===== config.mk =====
export PLATFORM = sky130hd
export DESIGN_NAME = timer16
export DESIGN_NICKNAME = d
export VERILOG_FILES = /design/src/verilog/capture_filter.v /design/src/verilog/pin_sync.v /design/src/verilog/timer16.v
export VERILOG_INCLUDE_DIRS = /design/src /design/src/include
export SDC_FILE = /design/constraint.sdc
export NUM_CORES = 1
export LEC_CHECK = 0
export ABC_CLOCK_PERIOD_IN_PS = 9300
export BUFFER_PORTS_ARGS = -buffer_cell sky130_fd_sc_hd__clkbuf_2
export CAP_MARGIN = 20
export CORE_ASPECT_RATIO = 2
export CORE_MARGIN = 2
export CORE_UTILIZATION = 53
export DETAILED_ROUTE_END_ITERATION = 10
export PLACE_DENSITY = 0.76
export SLEW_MARGIN = 20
export SYNTH_ARGS = -nofsm -noshare
export SYNTH_HDL_FRONTEND = slang
export SYNTH_SLANG_ARGS = --single-unit

===== constraint.sdc =====
create_clock -name ref_clk_i -period 9.3 [get_ports ref_clk_i]
set_input_delay 0.465 -clock ref_clk_i [delete_from_list [all_inputs] [get_ports ref_clk_i]]
set_output_delay 0.465 -clock ref_clk_i [all_outputs]
set_load 0.1 [all_outputs]

===== src/include/timer16_defines.vh =====
// Register map, field positions and timing constants of the 16-bit timer
`ifndef TIMER16_DEFINES_VH
`define TIMER16_DEFINES_VH
// Register indices as printed, byte address is four times the index
`define CTRL_A_IDX 8'h2f
`define CTRL_B_IDX 8'h2e
`define CTRL_A_ADDR 12'h0bc
`define CTRL_B_ADDR 12'h0b8
`define COUNT_ADDR 12'h000
`define CMP_A_ADDR 12'h004
`define CMP_B_ADDR 12'h008
`define CAPT_ADDR 12'h00c
`define STATUS_ADDR 12'h010
`define MASK_ADDR 12'h014
`define CTRL_A_RESET 8'h00
`define CTRL_A_RW_MASK 8'hf3
`define CTRL_B_RW_MASK 8'hef
// Control A fields
`define CA_MODE_A_HI 7
`define CA_MODE_A_LO 6
`define CA_MODE_B_HI 5
`define CA_MODE_B_LO 4
// Control B fields
`define CB_NOISE 7
`define CB_EDGE 6
`define CB_COMP 5
`define CB_CLEAR_A 3
// Clock select codes
`define CS_STOP 3'h0
`define CS_DIV1 3'h1
`define CS_DIV8 3'h2
`define CS_DIV64 3'h3
`define CS_DIV256 3'h4
`define CS_DIV1024 3'h5
`define CS_EXT_FALL 3'h6
`define CS_EXT_RISE 3'h7
// PWM select codes
`define PWM_OFF 2'h0
`define PWM_8 2'h1
`define PWM_9 2'h2
`define PWM_10 2'h3
// Compare pin actions
`define CM_OFF 2'h0
`define CM_TOGGLE 2'h1
`define CM_CLEAR 2'h2
`define CM_SET 2'h3
// Status bit positions
`define ST_OVF 0
`define ST_CMP_A 1
`define ST_CMP_B 2
`define ST_CAPT 3
`define NOISE_SAMPLES 4
`endif


===== src/verilog/capture_filter.v =====
// Capture edge detector with optional four-sample noise canceler
`include "timer16_defines.vh"
module capture_filter (
  input wire ref_clk_i,
  input wire rst_i,
  input wire level_i,
  input wire noise_en_i,
  input wire rising_i,
  output reg event_o
);
  reg [`NOISE_SAMPLES-1:0] hist_q;
  reg filt_q;
  reg prev_q;
  wire all_hi;
  wire all_lo;
  wire cur;
  assign all_hi = &hist_q;
  assign all_lo = ~|hist_q;
  // Filtered level only moves when four samples agree
  assign cur = noise_en_i ? filt_q : level_i;
  always @(posedge ref_clk_i or posedge rst_i) begin
    if (rst_i) begin
      hist_q <= {`NOISE_SAMPLES{1'b0}};
      filt_q <= 1'b0;
      prev_q <= 1'b0;
      event_o <= 1'b0;
    end else begin
      hist_q <= {hist_q[`NOISE_SAMPLES-2:0], level_i};
      if (all_hi) begin
        filt_q <= 1'b1;
      end else if (all_lo) begin
        filt_q <= 1'b0;
      end
      prev_q <= cur;
      event_o <= rising_i ? (cur & ~prev_q) : (~cur & prev_q);
    end
  end
endmodule


===== src/verilog/pin_sync.v =====
// Three-stage synchroniser for an asynchronous pin
module pin_sync (
  input wire ref_clk_i,
  input wire rst_i,
  input wire pin_i,
  output reg level_o
);
  reg s1_q;
  reg s2_q;
  reg s3_q;
  // Level changes once second and third stages agree
  always @(posedge ref_clk_i or posedge rst_i) begin
    if (rst_i) begin
      s1_q <= 1'b0;
      s2_q <= 1'b0;
      s3_q <= 1'b0;
      level_o <= 1'b0;
    end else begin
      s1_q <= pin_i;
      s2_q <= s1_q;
      s3_q <= s2_q;
      if (s2_q == s3_q) begin
        level_o <= s3_q;
      end
    end
  end
endmodule


===== src/verilog/timer16.v =====
// 16-bit timer with compare, capture, PWM and an APB register slave
`include "timer16_defines.vh"
module timer16 (
  input wire ref_clk_i,
  input wire rst_i,
  input wire psel_i,
  input wire penable_i,
  input wire pwrite_i,
  input wire [11:0] paddr_i,
  input wire [31:0] pwdata_i,
  output reg [31:0] prdata_o,
  output reg pready_o,
  output reg pslverr_o,
  input wire count_pin_i,
  input wire capture_pin_i,
  input wire comparator_i,
  output reg compare_pin_a_o,
  output reg compare_pin_b_o,
  output reg compare_oe_a_o,
  output reg compare_oe_b_o,
  output reg irq_o
);
  // ==========================================================
  // Registers
  reg [7:0] timer1_control_a_q;
  reg [7:0] timer1_control_b_q;
  reg [15:0] count_q;
  reg [15:0] compare_value_a_q;
  reg [15:0] compare_value_b_q;
  reg [15:0] capture_value_q;
  reg [3:0] status_q;
  reg [3:0] mask_q;
  reg [9:0] presc_q;
  reg ext_prev_q;
  reg down_q;
  reg [1:0] pin_q;
  reg [15:0] cmp_live_a_q;
  reg [15:0] cmp_live_b_q;
  // Pin side and capture nets
  wire ext_level;
  wire pin_capt_lvl;
  wire comp_lvl;
  wire capt_event;
  // Decoded control fields
  wire [1:0] pwm_sel;
  wire [2:0] clk_sel;
  // Bus decode
  wire access;
  wire wr;
  // Count and compare datapath
  reg tick;
  reg [15:0] top;
  reg [15:0] cmp [0:1];
  wire [1:0] match;
  reg [1:0] mode [0:1];
  wire at_top;
  reg ovf;
  // Read path
  reg [31:0] rd_data;
  reg rd_ok;
  // Next-state values
  reg [15:0] count_d;
  reg down_d;
  // Event flags
  wire [3:0] set_bits;
  wire [3:0] clr_bits;
  genvar g;

  // Field decode and bus qualifiers
  assign pwm_sel = timer1_control_a_q[1:0];
  assign clk_sel = timer1_control_b_q[2:0];
  // Access taken on the first access edge, answered on the next
  assign access = psel_i & penable_i & ~pready_o;
  // Writes land at the edge where ready is seen high
  assign wr = psel_i & penable_i & pready_o & pwrite_i;

  // ==========================================================
  // Pin synchronisers and capture path
  pin_sync u_count_sync (
    .ref_clk_i(ref_clk_i),
    .rst_i(rst_i),
    .pin_i(count_pin_i),
    .level_o(ext_level)
  );
  pin_sync u_capt_sync (
    .ref_clk_i(ref_clk_i),
    .rst_i(rst_i),
    .pin_i(capture_pin_i),
    .level_o(pin_capt_lvl)
  );
  pin_sync u_comp_sync (
    .ref_clk_i(ref_clk_i),
    .rst_i(rst_i),
    .pin_i(comparator_i),
    .level_o(comp_lvl)
  );
  // Comparator taken as capture source when ctrl B bit 5 is set
  capture_filter u_capt (
    .ref_clk_i(ref_clk_i),
    .rst_i(rst_i),
    .level_i(timer1_control_b_q[`CB_COMP] ? comp_lvl : pin_capt_lvl),
    .noise_en_i(timer1_control_b_q[`CB_NOISE]),
    .rising_i(timer1_control_b_q[`CB_EDGE]),
    .event_o(capt_event)
  );

  // ==========================================================
  // Count tick selection
  always @* begin
    case (clk_sel)
      `CS_STOP: tick = 1'b0;
      `CS_DIV1: tick = 1'b1;
      `CS_DIV8: tick = (presc_q[2:0] == 3'h7);
      `CS_DIV64: tick = (presc_q[5:0] == 6'h3f);
      `CS_DIV256: tick = (presc_q[7:0] == 8'hff);
      `CS_DIV1024: tick = (presc_q == 10'h3ff);
      `CS_EXT_FALL: tick = ext_prev_q & ~ext_level;
      `CS_EXT_RISE: tick = ~ext_prev_q & ext_level;
      default: tick = 1'b0;
    endcase
  end

  // PWM top and compare matches
  always @* begin
    case (pwm_sel)
      `PWM_8: top = 16'h00ff;
      `PWM_9: top = 16'h01ff;
      `PWM_10: top = 16'h03ff;
      default: top = 16'hffff;
    endcase
    cmp[0] = cmp_live_a_q;
    cmp[1] = cmp_live_b_q;
    mode[0] = timer1_control_a_q[`CA_MODE_A_HI:`CA_MODE_A_LO];
    mode[1] = timer1_control_a_q[`CA_MODE_B_HI:`CA_MODE_B_LO];
  end

  // ==========================================================
  // Compare values in use
  // PWM takes new values only at top, so no pulse is cut short
  assign at_top = tick & ~down_q & (count_q >= top);
  always @(posedge ref_clk_i or posedge rst_i) begin
    if (rst_i) begin
      cmp_live_a_q <= 16'h0000;
      cmp_live_b_q <= 16'h0000;
    end else if (pwm_sel == `PWM_OFF || at_top) begin
      cmp_live_a_q <= compare_value_a_q;
      cmp_live_b_q <= compare_value_b_q;
    end
  end

  // ==========================================================
  // Per-channel compare match and pin action
  generate
    for (g = 0; g < 2; g = g + 1) begin : g_chan
      // Match only on a count tick, so a stopped timer never fires
      assign match[g] = tick & (count_q == (cmp[g] & top));
      // Pin level follows the mode field on each match
      always @(posedge ref_clk_i or posedge rst_i) begin
        if (rst_i) begin
          pin_q[g] <= 1'b0;
        end else if (match[g]) begin
          if (pwm_sel != `PWM_OFF) begin
            // PWM: mode 10 clears upcounting, 11 sets upcounting
            if (mode[g][1]) begin
              pin_q[g] <= mode[g][0] ^ down_q;
            end
          end else begin
            case (mode[g])
              `CM_TOGGLE: pin_q[g] <= ~pin_q[g];
              `CM_CLEAR: pin_q[g] <= 1'b0;
              `CM_SET: pin_q[g] <= 1'b1;
              default: pin_q[g] <= pin_q[g];
            endcase
          end
        end
      end
    end
  endgenerate

  // Next count: up/down in PWM, up with optional clear otherwise
  always @* begin
    count_d = count_q;
    down_d = down_q;
    ovf = 1'b0;
    if (tick) begin
      if (pwm_sel != `PWM_OFF) begin
        if (!down_q && count_q >= top) begin
          down_d = 1'b1;
          count_d = top - 16'h0001;
        end else if (down_q && count_q == 16'h0000) begin
          down_d = 1'b0;
          count_d = 16'h0001;
          ovf = 1'b1;
        end else begin
          count_d = down_q ? count_q - 16'h0001 : count_q + 16'h0001;
        end
      end else if (timer1_control_b_q[`CB_CLEAR_A] && match[0]) begin
        count_d = 16'h0000;
      end else begin
        count_d = count_q + 16'h0001;
        ovf = (count_q == 16'hffff);
      end
    end
  end

  // ==========================================================
  // Counter, prescaler and capture register
  always @(posedge ref_clk_i or posedge rst_i) begin
    if (rst_i) begin
      count_q <= 16'h0000;
      down_q <= 1'b0;
      presc_q <= 10'h000;
      ext_prev_q <= 1'b0;
      capture_value_q <= 16'h0000;
    end else begin
      presc_q <= presc_q + 10'h001;
      ext_prev_q <= ext_level;
      if (capt_event) begin
        capture_value_q <= count_q;
      end
      if (wr && paddr_i == `COUNT_ADDR) begin
        count_q <= pwdata_i[15:0];
        down_q <= 1'b0;
      end else begin
        count_q <= count_d;
        down_q <= down_d;
      end
    end
  end

  // Drive pins registered; PWM compare values in effect glitch-free at top
  always @(posedge ref_clk_i or posedge rst_i) begin
    if (rst_i) begin
      compare_pin_a_o <= 1'b0;
      compare_pin_b_o <= 1'b0;
      compare_oe_a_o <= 1'b0;
      compare_oe_b_o <= 1'b0;
    end else begin
      compare_pin_a_o <= pin_q[0];
      compare_pin_b_o <= pin_q[1];
      compare_oe_a_o <= (mode[0] != `CM_OFF) && (pwm_sel == `PWM_OFF || mode[0][1]);
      compare_oe_b_o <= (mode[1] != `CM_OFF) && (pwm_sel == `PWM_OFF || mode[1][1]);
    end
  end

  // ==========================================================
  // Read mux
  always @* begin
    rd_data = 32'h0000_0000;
    rd_ok = 1'b1;
    case (paddr_i)
      `CTRL_A_ADDR: rd_data = {24'h00_0000, timer1_control_a_q};
      `CTRL_B_ADDR: rd_data = {24'h00_0000, timer1_control_b_q};
      `COUNT_ADDR: rd_data = {16'h0000, count_q};
      `CMP_A_ADDR: rd_data = {16'h0000, compare_value_a_q};
      `CMP_B_ADDR: rd_data = {16'h0000, compare_value_b_q};
      `CAPT_ADDR: rd_data = {16'h0000, capture_value_q};
      `STATUS_ADDR: rd_data = {28'h000_0000, status_q};
      `MASK_ADDR: rd_data = {28'h000_0000, mask_q};
      default: rd_ok = 1'b0;
    endcase
  end

  // APB answer: ready and error one cycle after the access is taken
  always @(posedge ref_clk_i or posedge rst_i) begin
    if (rst_i) begin
      prdata_o <= 32'h0000_0000;
      pready_o <= 1'b0;
      pslverr_o <= 1'b0;
    end else begin
      pready_o <= access;
      pslverr_o <= access & ~rd_ok;
      // Read data stands until the next read
      if (access && !pwrite_i) begin
        prdata_o <= rd_data;
      end
    end
  end

  // Control and compare registers
  always @(posedge ref_clk_i or posedge rst_i) begin
    if (rst_i) begin
      timer1_control_a_q <= `CTRL_A_RESET;
      timer1_control_b_q <= 8'h00;
      compare_value_a_q <= 16'h0000;
      compare_value_b_q <= 16'h0000;
      mask_q <= 4'h0;
    end else begin
      if (wr) begin
        case (paddr_i)
          `CTRL_A_ADDR: timer1_control_a_q <= pwdata_i[7:0] & `CTRL_A_RW_MASK;
          `CTRL_B_ADDR: timer1_control_b_q <= pwdata_i[7:0] & `CTRL_B_RW_MASK;
          `CMP_A_ADDR: compare_value_a_q <= pwdata_i[15:0];
          `CMP_B_ADDR: compare_value_b_q <= pwdata_i[15:0];
          `MASK_ADDR: mask_q <= pwdata_i[3:0];
          default: mask_q <= mask_q;
        endcase
      end
    end
  end

  // ==========================================================
  // Event flags and interrupt
  // Hardware events raised this cycle
  assign set_bits = {capt_event, match[1], match[0], ovf};
  // Bits that software clears by writing ones
  assign clr_bits = (wr && paddr_i == `STATUS_ADDR) ? pwdata_i[3:0] : 4'h0;
  // Set wins over write-one-to-clear
  always @(posedge ref_clk_i or posedge rst_i) begin
    if (rst_i) begin
      status_q <= 4'h0;
      irq_o <= 1'b0;
    end else begin
      status_q <= (status_q & ~clr_bits) | set_bits;
      irq_o <= |(status_q & mask_q);
    end
  end
endmodule

=== Word-level counts from Yosys, hierarchy flattened ===
Index checks and enable logic that the tools add are counted.

* Register bits after elaboration: 189
* Input port bits: 52
* Logic and storage cells: 180

* Add/subtract/negate cells: 4
* Order comparisons: 1
* Equality and inequality tests: 36
* Mux-type cells: 33
* Bitwise logic cells: 30
* Reductions and logical operators: 37

{| class="wikitable"
|+ Operators by type and width
! cell !! number
|-
| case mux 16 bit (8 select lines) || 1
|-
| 2-to-1 mux 16 bit || 7
|-
| case mux 16 bit (3 select lines) || 1
|-
| bitwise AND 16 bit || 2
|-
| equality test 16 bit || 2
|-
| subtractor 16 x 1 -> 16 bit (second input constant) || 2
|-
| equality test 12 x 4 -> 1 bit (second input constant) || 2
|-
| equality test 12 x 5 -> 1 bit (second input constant) || 2
|-
| equality test 12 x 8 -> 1 bit (second input constant) || 2
|-
| 2-to-1 mux 1 bit || 20
|-
| adder 16 x 1 -> 16 bit (second input constant) || 1
|-
| equality test 16 bit (second input constant) || 1
|-
| >= comparator 16 bit || 1
|-
| zero test 16 bit || 1
|-
| equality test 3 bit (second input constant) || 5
|-
| bitwise AND 1 bit || 13
|-
| equality test 12 x 3 -> 1 bit (second input constant) || 1
|-
| equality test 2 bit (second input constant) || 6
|-
| zero test 12 bit || 1
|-
| adder 10 x 1 -> 10 bit (second input constant) || 1
|-
| equality test 10 bit (second input constant) || 1
|-
| AND reduction 2 bit || 5
|-
| nonzero test 2 bit || 5
|-
| NOT 1 bit || 9
|-
| other kinds (26) || 49
|}

=== Longest topological paths before layout ===
Gate-level depths: netlist (run 1).

* Depth in word-level cells: 10
* Gate-level depth with buffers: 14

=== By module ===
A second synthesis (run 1) with hierarchy kept.

* Cell total of the unflattened synthesis: 841
* Area, all modules: 9271.4 µm²

{| class="wikitable"
|+ Modules (own cells, without submodules)
! module !! times used !! cells each !! area an instance (µm²)
|-
| timer16 || 1 || 808 || 8690.8
|-
| pin_sync || 3 || 6 || 115.1
|-
| capture_filter || 1 || 15 || 235.2
|}

=== Worst setup path before layout (run 1) ===
No wires, ideal clock.

* Kind: register to register
* From: reg timer1_control_a_q[0]
* To: reg cmp_live_a_q[15]
* Library setup time: 0.125 ns
* Data arrival time: 3.089 ns
* Data required time: 9.175 ns
* Slack: 6.086 ns
* Stages on the path, launching flop included: 15
* Path buffers: 4
* Cell sequence: dfrtp_1 > inv_1 > ha_1 > buf_2 > buf_2 > clkinv_1 > ha_1 > a21oi_1 > o21a_1 > o2111ai_2 > and2_1 > buf_4 > a21oi_4 > buf_4 > mux2_2

* Longest elaborated chain between the ends: 5
* Elaborated cells on any way between the ends: 8
* Those cells by class: order compare (1); eq/ne (3); mux (1); bitwise (1); reduce/logical (2)

{| class="wikitable"
|+ RTL lines
! item !! line !! text
|-
| start, declared || timer16.v:25 || <nowiki>reg [7:0] timer1_control_a_q;</nowiki>
|-
| start signal, assigned || timer16.v:283 || <nowiki>timer1_control_a_q <= `CTRL_A_RESET;</nowiki>
|-
| start signal, assigned || timer16.v:291 || <nowiki>`CTRL_A_ADDR: timer1_control_a_q <= pwdata_i[7:0] & `CTRL_A_RW_MASK;</nowiki>
|-
| equality test 2 bit / equality test 2 x 1 -> 1 bit (equally long branches) || timer16.v:125 || <nowiki>case (pwm_sel)</nowiki>
|-
| case mux 16 bit (3 select lines) || timer16.v:125 ||
|-
| >= comparator 16 bit || timer16.v:140 || <nowiki>assign at_top = tick & ~down_q & (count_q >= top);</nowiki>
|-
| bitwise AND 1 bit || timer16.v:140 ||
|-
| logical OR 1 bit * || timer16.v:145 || <nowiki>end else if (pwm_sel == `PWM_OFF || at_top) begin</nowiki>
|-
| end signal, assigned || timer16.v:146 || <nowiki>cmp_live_a_q <= compare_value_a_q;</nowiki>
|-
| end, declared || timer16.v:37 || <nowiki>reg [15:0] cmp_live_a_q;</nowiki>
|}

Mark *: on every way between the ends. The rest lies on a longest branch, timed or not.
A chain may end at the register's enable or synchronous reset.

=== Worst setup path after layout (run 1) ===
* From: reg timer1_control_a_q[0]
* To: reg cmp_live_a_q[10]

The elaborated chain is that of the path after synthesis.

==> results of run 1 <==
[power by group]
part	internal, mW	switching, mW
Combinational	0.0289	0.137
Clock	0.405	0.330
Sequential	0.770	0.0173
Total	1.20	0.484
[flip-flops by register name (all words and copies together) (netlist names), 2 cells and up]
name	count
status_q	4
cmp_live_b_q	16
capture_value_q	16
timer1_control_b_q	7
mask_q	4
presc_q	10
u_capt.hist_q	4
compare_value_a_q	16
count_q	16
prdata_o	16
pin_q	2
compare_value_b_q	16
timer1_control_a_q	6
cmp_live_a_q	16
[synthesized netlist by cell type (4+ instances only)]
library cell | number | area share
a222oi_1 | 16 | 0.017
mux2_2 | 96 | 0.12
dfrtp_1 | 173 | 0.47
nand3_1 | 28 | 0.015
buf_2 | 15 | 0.0082
buf_1 | 4 | 0.0016
nor2_1 | 54 | 0.022
or2_2 | 4 | 0.0027
nor2b_1 | 5 | 0.0034
ha_1 | 15 | 0.020
a22oi_1 | 12 | 0.0098
a21o_1 | 7 | 0.0057
a22o_1 | 6 | 0.0057
a211oi_1 | 9 | 0.0073
clkbuf_1 | 21 | 0.0086
and3_1 | 12 | 0.0082
o21ai_0 | 33 | 0.018
mux2i_1 | 5 | 0.0054
xnor2_1 | 35 | 0.033
o211ai_1 | 5 | 0.0041
buf_4 | 23 | 0.019
nor3_1 | 12 | 0.0065
a21oi_1 | 27 | 0.015
o31ai_1 | 5 | 0.0041
nand2_1 | 72 | 0.029
xor2_1 | 9 | 0.0086
or3_1 | 4 | 0.0027
inv_1 | 25 | 0.010
nand4_1 | 20 | 0.014
nor4_1 | 7 | 0.0048
o22ai_1 | 5 | 0.0034
a31oi_1 | 18 | 0.012
[routing by layer]
metal,vias up,share of wire,global-route usage
li1,3212,-,-
met1,3620,0.42,0.3558
met2,295,0.49,0.4268
met3,51,0.061,0.04509
met4,0,0.032,0.1008
met5,-,0,0
[kinds of logic after synthesis]
family / Yosys count / synth area share
XOR/XNOR: 44 / 0.04188
flip-flops: 173 / 0.4705
AO/OA/AOI/OAI: 180 / 0.1417
AND/OR/NAND/NOR: 253 / 0.1433
adder cells (fa/ha/maj): 18 / 0.02366
multiplexers: 103 / 0.1266
other: 1 / 0.0004076
buffers and inverters: 93 / 0.05194
[worst paths after layout]
path / end / slack [ns]
min in group asynchronous: u_comp_sync.s1_q / 0.20
max in group asynchronous: prdata_o[13] / 7.63
worst min register to register: u_count_sync.s2_q / 0.35
worst min-delay path: u_capt_sync.s1_q / 0.13
worst max-delay path: cmp_live_a_q[10] / 5.09
worst max register to register: cmp_live_a_q[10] / 5.09
[area by class of cell]
class | count | area share
clock buffer | 17 | 0.04200
clock inverter | 15 | 0.01804
inverter | 26 | 0.01013
multi-input combinational | 614 | 0.4399
sequential | 173 | 0.4274
tap | 210 | 0.02594
timing repair buffer | 66 | 0.03657
[metrics by stage]
stage	hold WS [ns]	total power [mW]
final	0.1334	1.689
after global routing	0.1236	1.737
after CTS	0.1196	1.698
after detailed placement	0.3363	0.9684
after global placement	0.3327	0.9661
after floorplan	0.3312	0.9352
[worst max-delay path, delay by kind of cell (launching register included)]
kind                     cells  cell delay [ns]
multiplexers                 1             0.35
adder cells (fa/ha/maj)      2             0.63
AO/OA/AOI/OAI                4             1.05
flip-flops                   1             0.41
buffers and inverters        4             1.21
AND/OR/NAND/NOR              1             0.39
==> impl_metrics.tcl, run 1 <==
set metrics [dict create \
    antenna_cells 0 \
    grt_pass1_vias 6936 \
    worst_path_largest_cell_delay_ns 0.54 \
    relSlewSlack 0.2981 \
    worstPathRequired_ns 9.62 \
    seq_area_mm2 0.004329 \
    final_util 0.5923 \
    syn-instance-count 865 \
    grt_pass1_wl_um 38290 \
    fin_area_mm2 0.01013 \
    worstPathMaxFanout 36 \
    min_period_ns 4.206 \
    dr.first_iter.drc_count 754 \
    setup-violations-final 0 \
    grtUsageTotal 0.2634 \
    synth-async-reset-ratio 1.000 \
    drtPass1Iterations 5 \
    path_class "reg2reg" \
    fin_crit_sh 0.4522 \
    cp_slowest_cell "a21oi_4" \
    vias_per_cell 6.403 \
    path_clk_slew_ns 0.07 \
    drt_wl_total_um 23830 \
    hold_viol 0 \
    antenna_found_initial 0 \
    vias 7178 \
    ys_seq_area_frac 0.4705 \
    hp-class "in2reg" \
    cts-root-buf "clkbuf_16" \
    ff2ff_path_depth 12 \
    io_buffers 58 \
    grt-ovfl-total 0 \
    cts_resized 0 \
    cp-end-kind "flop" \
    final_cells 1121 \
    fillers 1424 \
    clock_skew_ns 0.01532 \
    initial_core_util 0.5380 \
    slew_violations 0 \
    die_h_um 190.3 \
    cts_buffers 17 \
    multiInputGateArea_mm2 0.004456 \
    synth_edf_count 0 \
    rows 68 \
    layout_commonest_cell "dfrtp_1" \
    cts_tree "yes" \
    synth_ff_type "dfrtp_1" \
    dieArea_mm2 0.01850 \
    worst_slack_ns 5.094 \
    ys_ff_latch 173 \
    area_growth_pct 10.08 \
    hold_buffers 0 \
    syn_area_mm2 0.009201 \
    core_mm2 0.01710 \
    holdPathStages 1 \
    cap_violations 0 \
    dp_worst_setup_slack_ns 4.960 \
    max_freq_ghz 0.2378 \
    detail-route-antenna-nets 0 \
    cts_setup_buffers 0 \
    critPathLaunch "timer1_control_a_q[0]" \
    clock_sinks 173 \
    drive_gt1_frac 0.2448 \
    syn-mean-instance-area_um2 10.64 \
    finalSetupTns_ns 0 \
    drc 0 \
    outcome "finished clean" \
    timing.rr.start "timer1_control_a_q[0]" \
    arrival_ns 4.53 \
    cp-start-kind "flop" \
    grt_max_degree 109 \
    clock_path_buffers 2 \
    path_cells "inv_1 -> ha_1 -> buf_4 -> clkinv_1 -> ha_1 -> a21oi_1 -> o21a_1 -> a21oi_1 -> and2_1 -> a21oi_4 -> buf_16 -> mux2_2" \
    dp_cells 1088 \
    tightest_slew_ns 1.050 \
    insertion_delay_ns 0.44 \
    p_per_area_mw_per_mm2 166.7 \
    dpl_cell_area_mm2 0.009493 \
    peakVddDrop_mv 0.1674 \
    dp_hpwl_um 16480 \
    wl_per_cell_um 21.25 \
    p_leak_nw 4.560 \
    fp.dieW_um 97.17 \
    hp-start "capture_pin_i" \
    yosys_warnings 0 \
    htree_levels 4 \
    layout_common_cells "173 x dfrtp_1, 96 x mux2_2, 72 x nand2_1" \
    fin_nets 965 \
    synthDistinctLibCells 84 \
    ioPinCount 91 \
    rsz0062_at_grt "no" \
    place_congestion 0.9466 \
]
No activity file was read; power rests on OpenSTA's default activity.
==> run 2: changes to the inputs <==
Settings changed: ABC_AREA from default to 1, ABC_CLOCK_PERIOD_IN_PS 9300 to 3740, PLACE_DENSITY 0.76 to 0.78.
Clock period 9.3 ns to 3.74 ns, I/O delays scaled along.
==> impl_metrics.tcl, run 2 <==
set metrics [dict create \
    p_leak_nw 5.380 \
    cap_violations 0 \
    final_util 0.5971 \
    grt-ovfl-total 0 \
    cts_tree "yes" \
    antenna_found_initial 0 \
    area_growth_pct 10.64 \
    dp_worst_setup_slack_ns 0.7311 \
    drc 0 \
    dp_cells 1545 \
    vias_per_cell 5.664 \
    fillers 1643 \
    min_period_ns 3.121 \
    drtPass1Iterations 5 \
    synth-async-reset-ratio 1.000 \
    grt_max_degree 87 \
    yosys_warnings 0 \
    clock_skew_ns 0.01383 \
    peakVddDrop_mv 0.4955 \
    cp-end-kind "flop" \
    path_class "reg2reg" \
    drive_gt1_frac 0.09297 \
    syn-instance-count 1312 \
    arrival_ns 3.47 \
    synth_edf_count 0 \
    initial_core_util 0.5397 \
    wl_per_cell_um 17.87 \
    layout_commonest_cell "nand2_1" \
    htree_levels 4 \
    antenna_cells 0 \
    place_congestion 1.005 \
    holdPathEnd "pslverr_o" \
    cts_buffers 17 \
    rsz0062_at_grt "no" \
    cp-start-kind "flop" \
    dr.first_iter.drc_count 775 \
    synthTopCellsByArea "dfrtp_1 45%, nand2_1 16%, o21ai_0 6.3%" \
    slew_violations 0 \
    relSlewSlack 0.2768 \
    syn_area_mm2 0.009598 \
    outcome "finished clean" \
    p_per_area_mw_per_mm2 383.1 \
    cts-root-buf "clkbuf_16" \
    hold_slack_ns 0.04787 \
    fin_nets 1422 \
    worst_slack_ns 0.6192 \
    final_cells 1579 \
    syn-mean-instance-area_um2 7.316 \
    drt_wl_total_um 28220 \
    die_h_um 194.3 \
    core_mm2 0.01778 \
    max_freq_ghz 0.3204 \
    clock_path_buffers 2 \
    hp-class "in2reg" \
    hp-start "penable_i" \
    synthDistinctLibCells 35 \
    yosysTopAreaCellShare 0.4510 \
    clock_sinks 173 \
    ff2ff_path_depth 15 \
    grt_pass1_wl_um 45080 \
    dieArea_mm2 0.01927 \
    holdPathStages 3 \
    synth_largest_area_cell "dfrtp_1" \
    ys_seq_area_frac 0.4510 \
    setup-violations-final 0 \
    vias 8943 \
    netlist_top_cells_count "419 x nand2_1, 173 x dfrtp_1, 155 x inv_1" \
    grtUsageTotal 0.3015 \
    insertion_delay_ns 0.43 \
    layout_common_cells "419 x nand2_1, 173 x dfrtp_1, 154 x inv_1" \
    fin_crit_sh 0.8344 \
    cts_setup_buffers 0 \
    grt_pass1_vias 8788 \
    io_buffers 58 \
    ioPinCount 91 \
    reg2reg_slack_ns 0.62 \
    finalSetupTns_ns 0 \
    rows 69 \
    r2r_end "cmp_live_a_q[0]" \
    ys_ff_latch 173 \
    timing.rr.start "timer1_control_a_q[0]" \
    detail-route-antenna-nets 0 \
    path_clk_slew_ns 0.07 \
    worstPathMaxFanout 64 \
    synth_ff_type "dfrtp_1" \
    dp_hpwl_um 20610 \
    yosys.cell_count.top_type "nand2_1" \
    hold_viol 0 \
    tightest_slew_ns 1.085 \
    worstPathRequired_ns 4.09 \
    fp.dieW_um 99.16 \
]
run 2: cell type report:
cell class | instances | area [um^2] | area share
flip-flops and latches | 173 | 4329 | 0.4077
multi-input cells | 921 | 4327 | 0.4074
inverters | 163 | 615.6 | 0.05797
repair buffers | 79 | 470.5 | 0.04430
clock buffers | 20 | 446.7 | 0.04206
well taps | 213 | 266.5 | 0.02510
clock inverters | 10 | 163.9 | 0.01544
run 2: cells by family (layout without fill, tap and decap cells):
family,after synthesis,count (layout),share of synthesized area
compound gates,215,215,0.1210
xor+xnor,29,29,0.02646
fa+ha+maj,18,18,0.02268
buf+inv,233,272,0.1040
flops,173,173,0.4510
other cells,1,16,0.0003907
simple gates,643,643,0.2744
run 2: repair_timing:
action                                 4_1_cts  5_1_grt
resized for setup                            0        0
hold buffers                                 4        0
endpoints found under the hold margin       25        0
run 2: per-stage QoR:
step / area, um^2 / total power [mW]
4_1_cts: 10620 / 4.081
3_3_place_gp: 9968 / 2.230
6_report: 10620 / 4.068
5_1_grt: 10620 / 4.194
3_5_place_dp: 9968 / 2.236
2_1_floorplan: 9658 / 2.174
run 2: per-layer routing:
metal | track usage | up-vias | share of wire
met4 | 0.2293 | 0 | 0.088
li1 | - | 4217 | -
met2 | 0.5075 | 380 | 0.51
met5 | 0 | - | 0
met3 | 0.04135 | 129 | 0.050
met1 | 0.3387 | 4217 | 0.35
run 2: critical path, cell delays in order, from the launching register on:
cell and delay (ns):
dfrtp_1 0.39, inv_1 0.10, ha_1 0.19, inv_2 0.09
ha_1 0.30, nand2_1 0.06, inv_1 0.06, nand2_1 0.07
nor2_1 0.11, nand2_1 0.08, nand3_1 0.09, nand2_1 0.33
o21ai_4 0.25, buf_4 0.59, nor2_1 0.12, a21oi_1 0.17
run 2: worst max path at each step:
stage               cells past startpoint          endpoint             startpoint  slack [ns]
floorplan                              19       count_q[11]  timer1_control_a_q[0]        0.89
global placement                       15  cmp_live_a_q[10]  timer1_control_a_q[0]        0.84
global route                           15   cmp_live_b_q[3]  timer1_control_a_q[0]        0.40
CTS                                    15   cmp_live_a_q[0]  timer1_control_a_q[0]        0.69
detailed placement                     14  cmp_live_a_q[11]  timer1_control_a_q[0]        0.73
finish                                 15   cmp_live_a_q[0]  timer1_control_a_q[0]        0.62
run 2: power by group:
part           internal (mW)  switching (mW)  leakage, nW  total, mW
registers               1.92          0.0379         2.23       1.95
clock network           1.13           0.731        0.296       1.86
logic                 0.0533           0.199         2.85      0.252
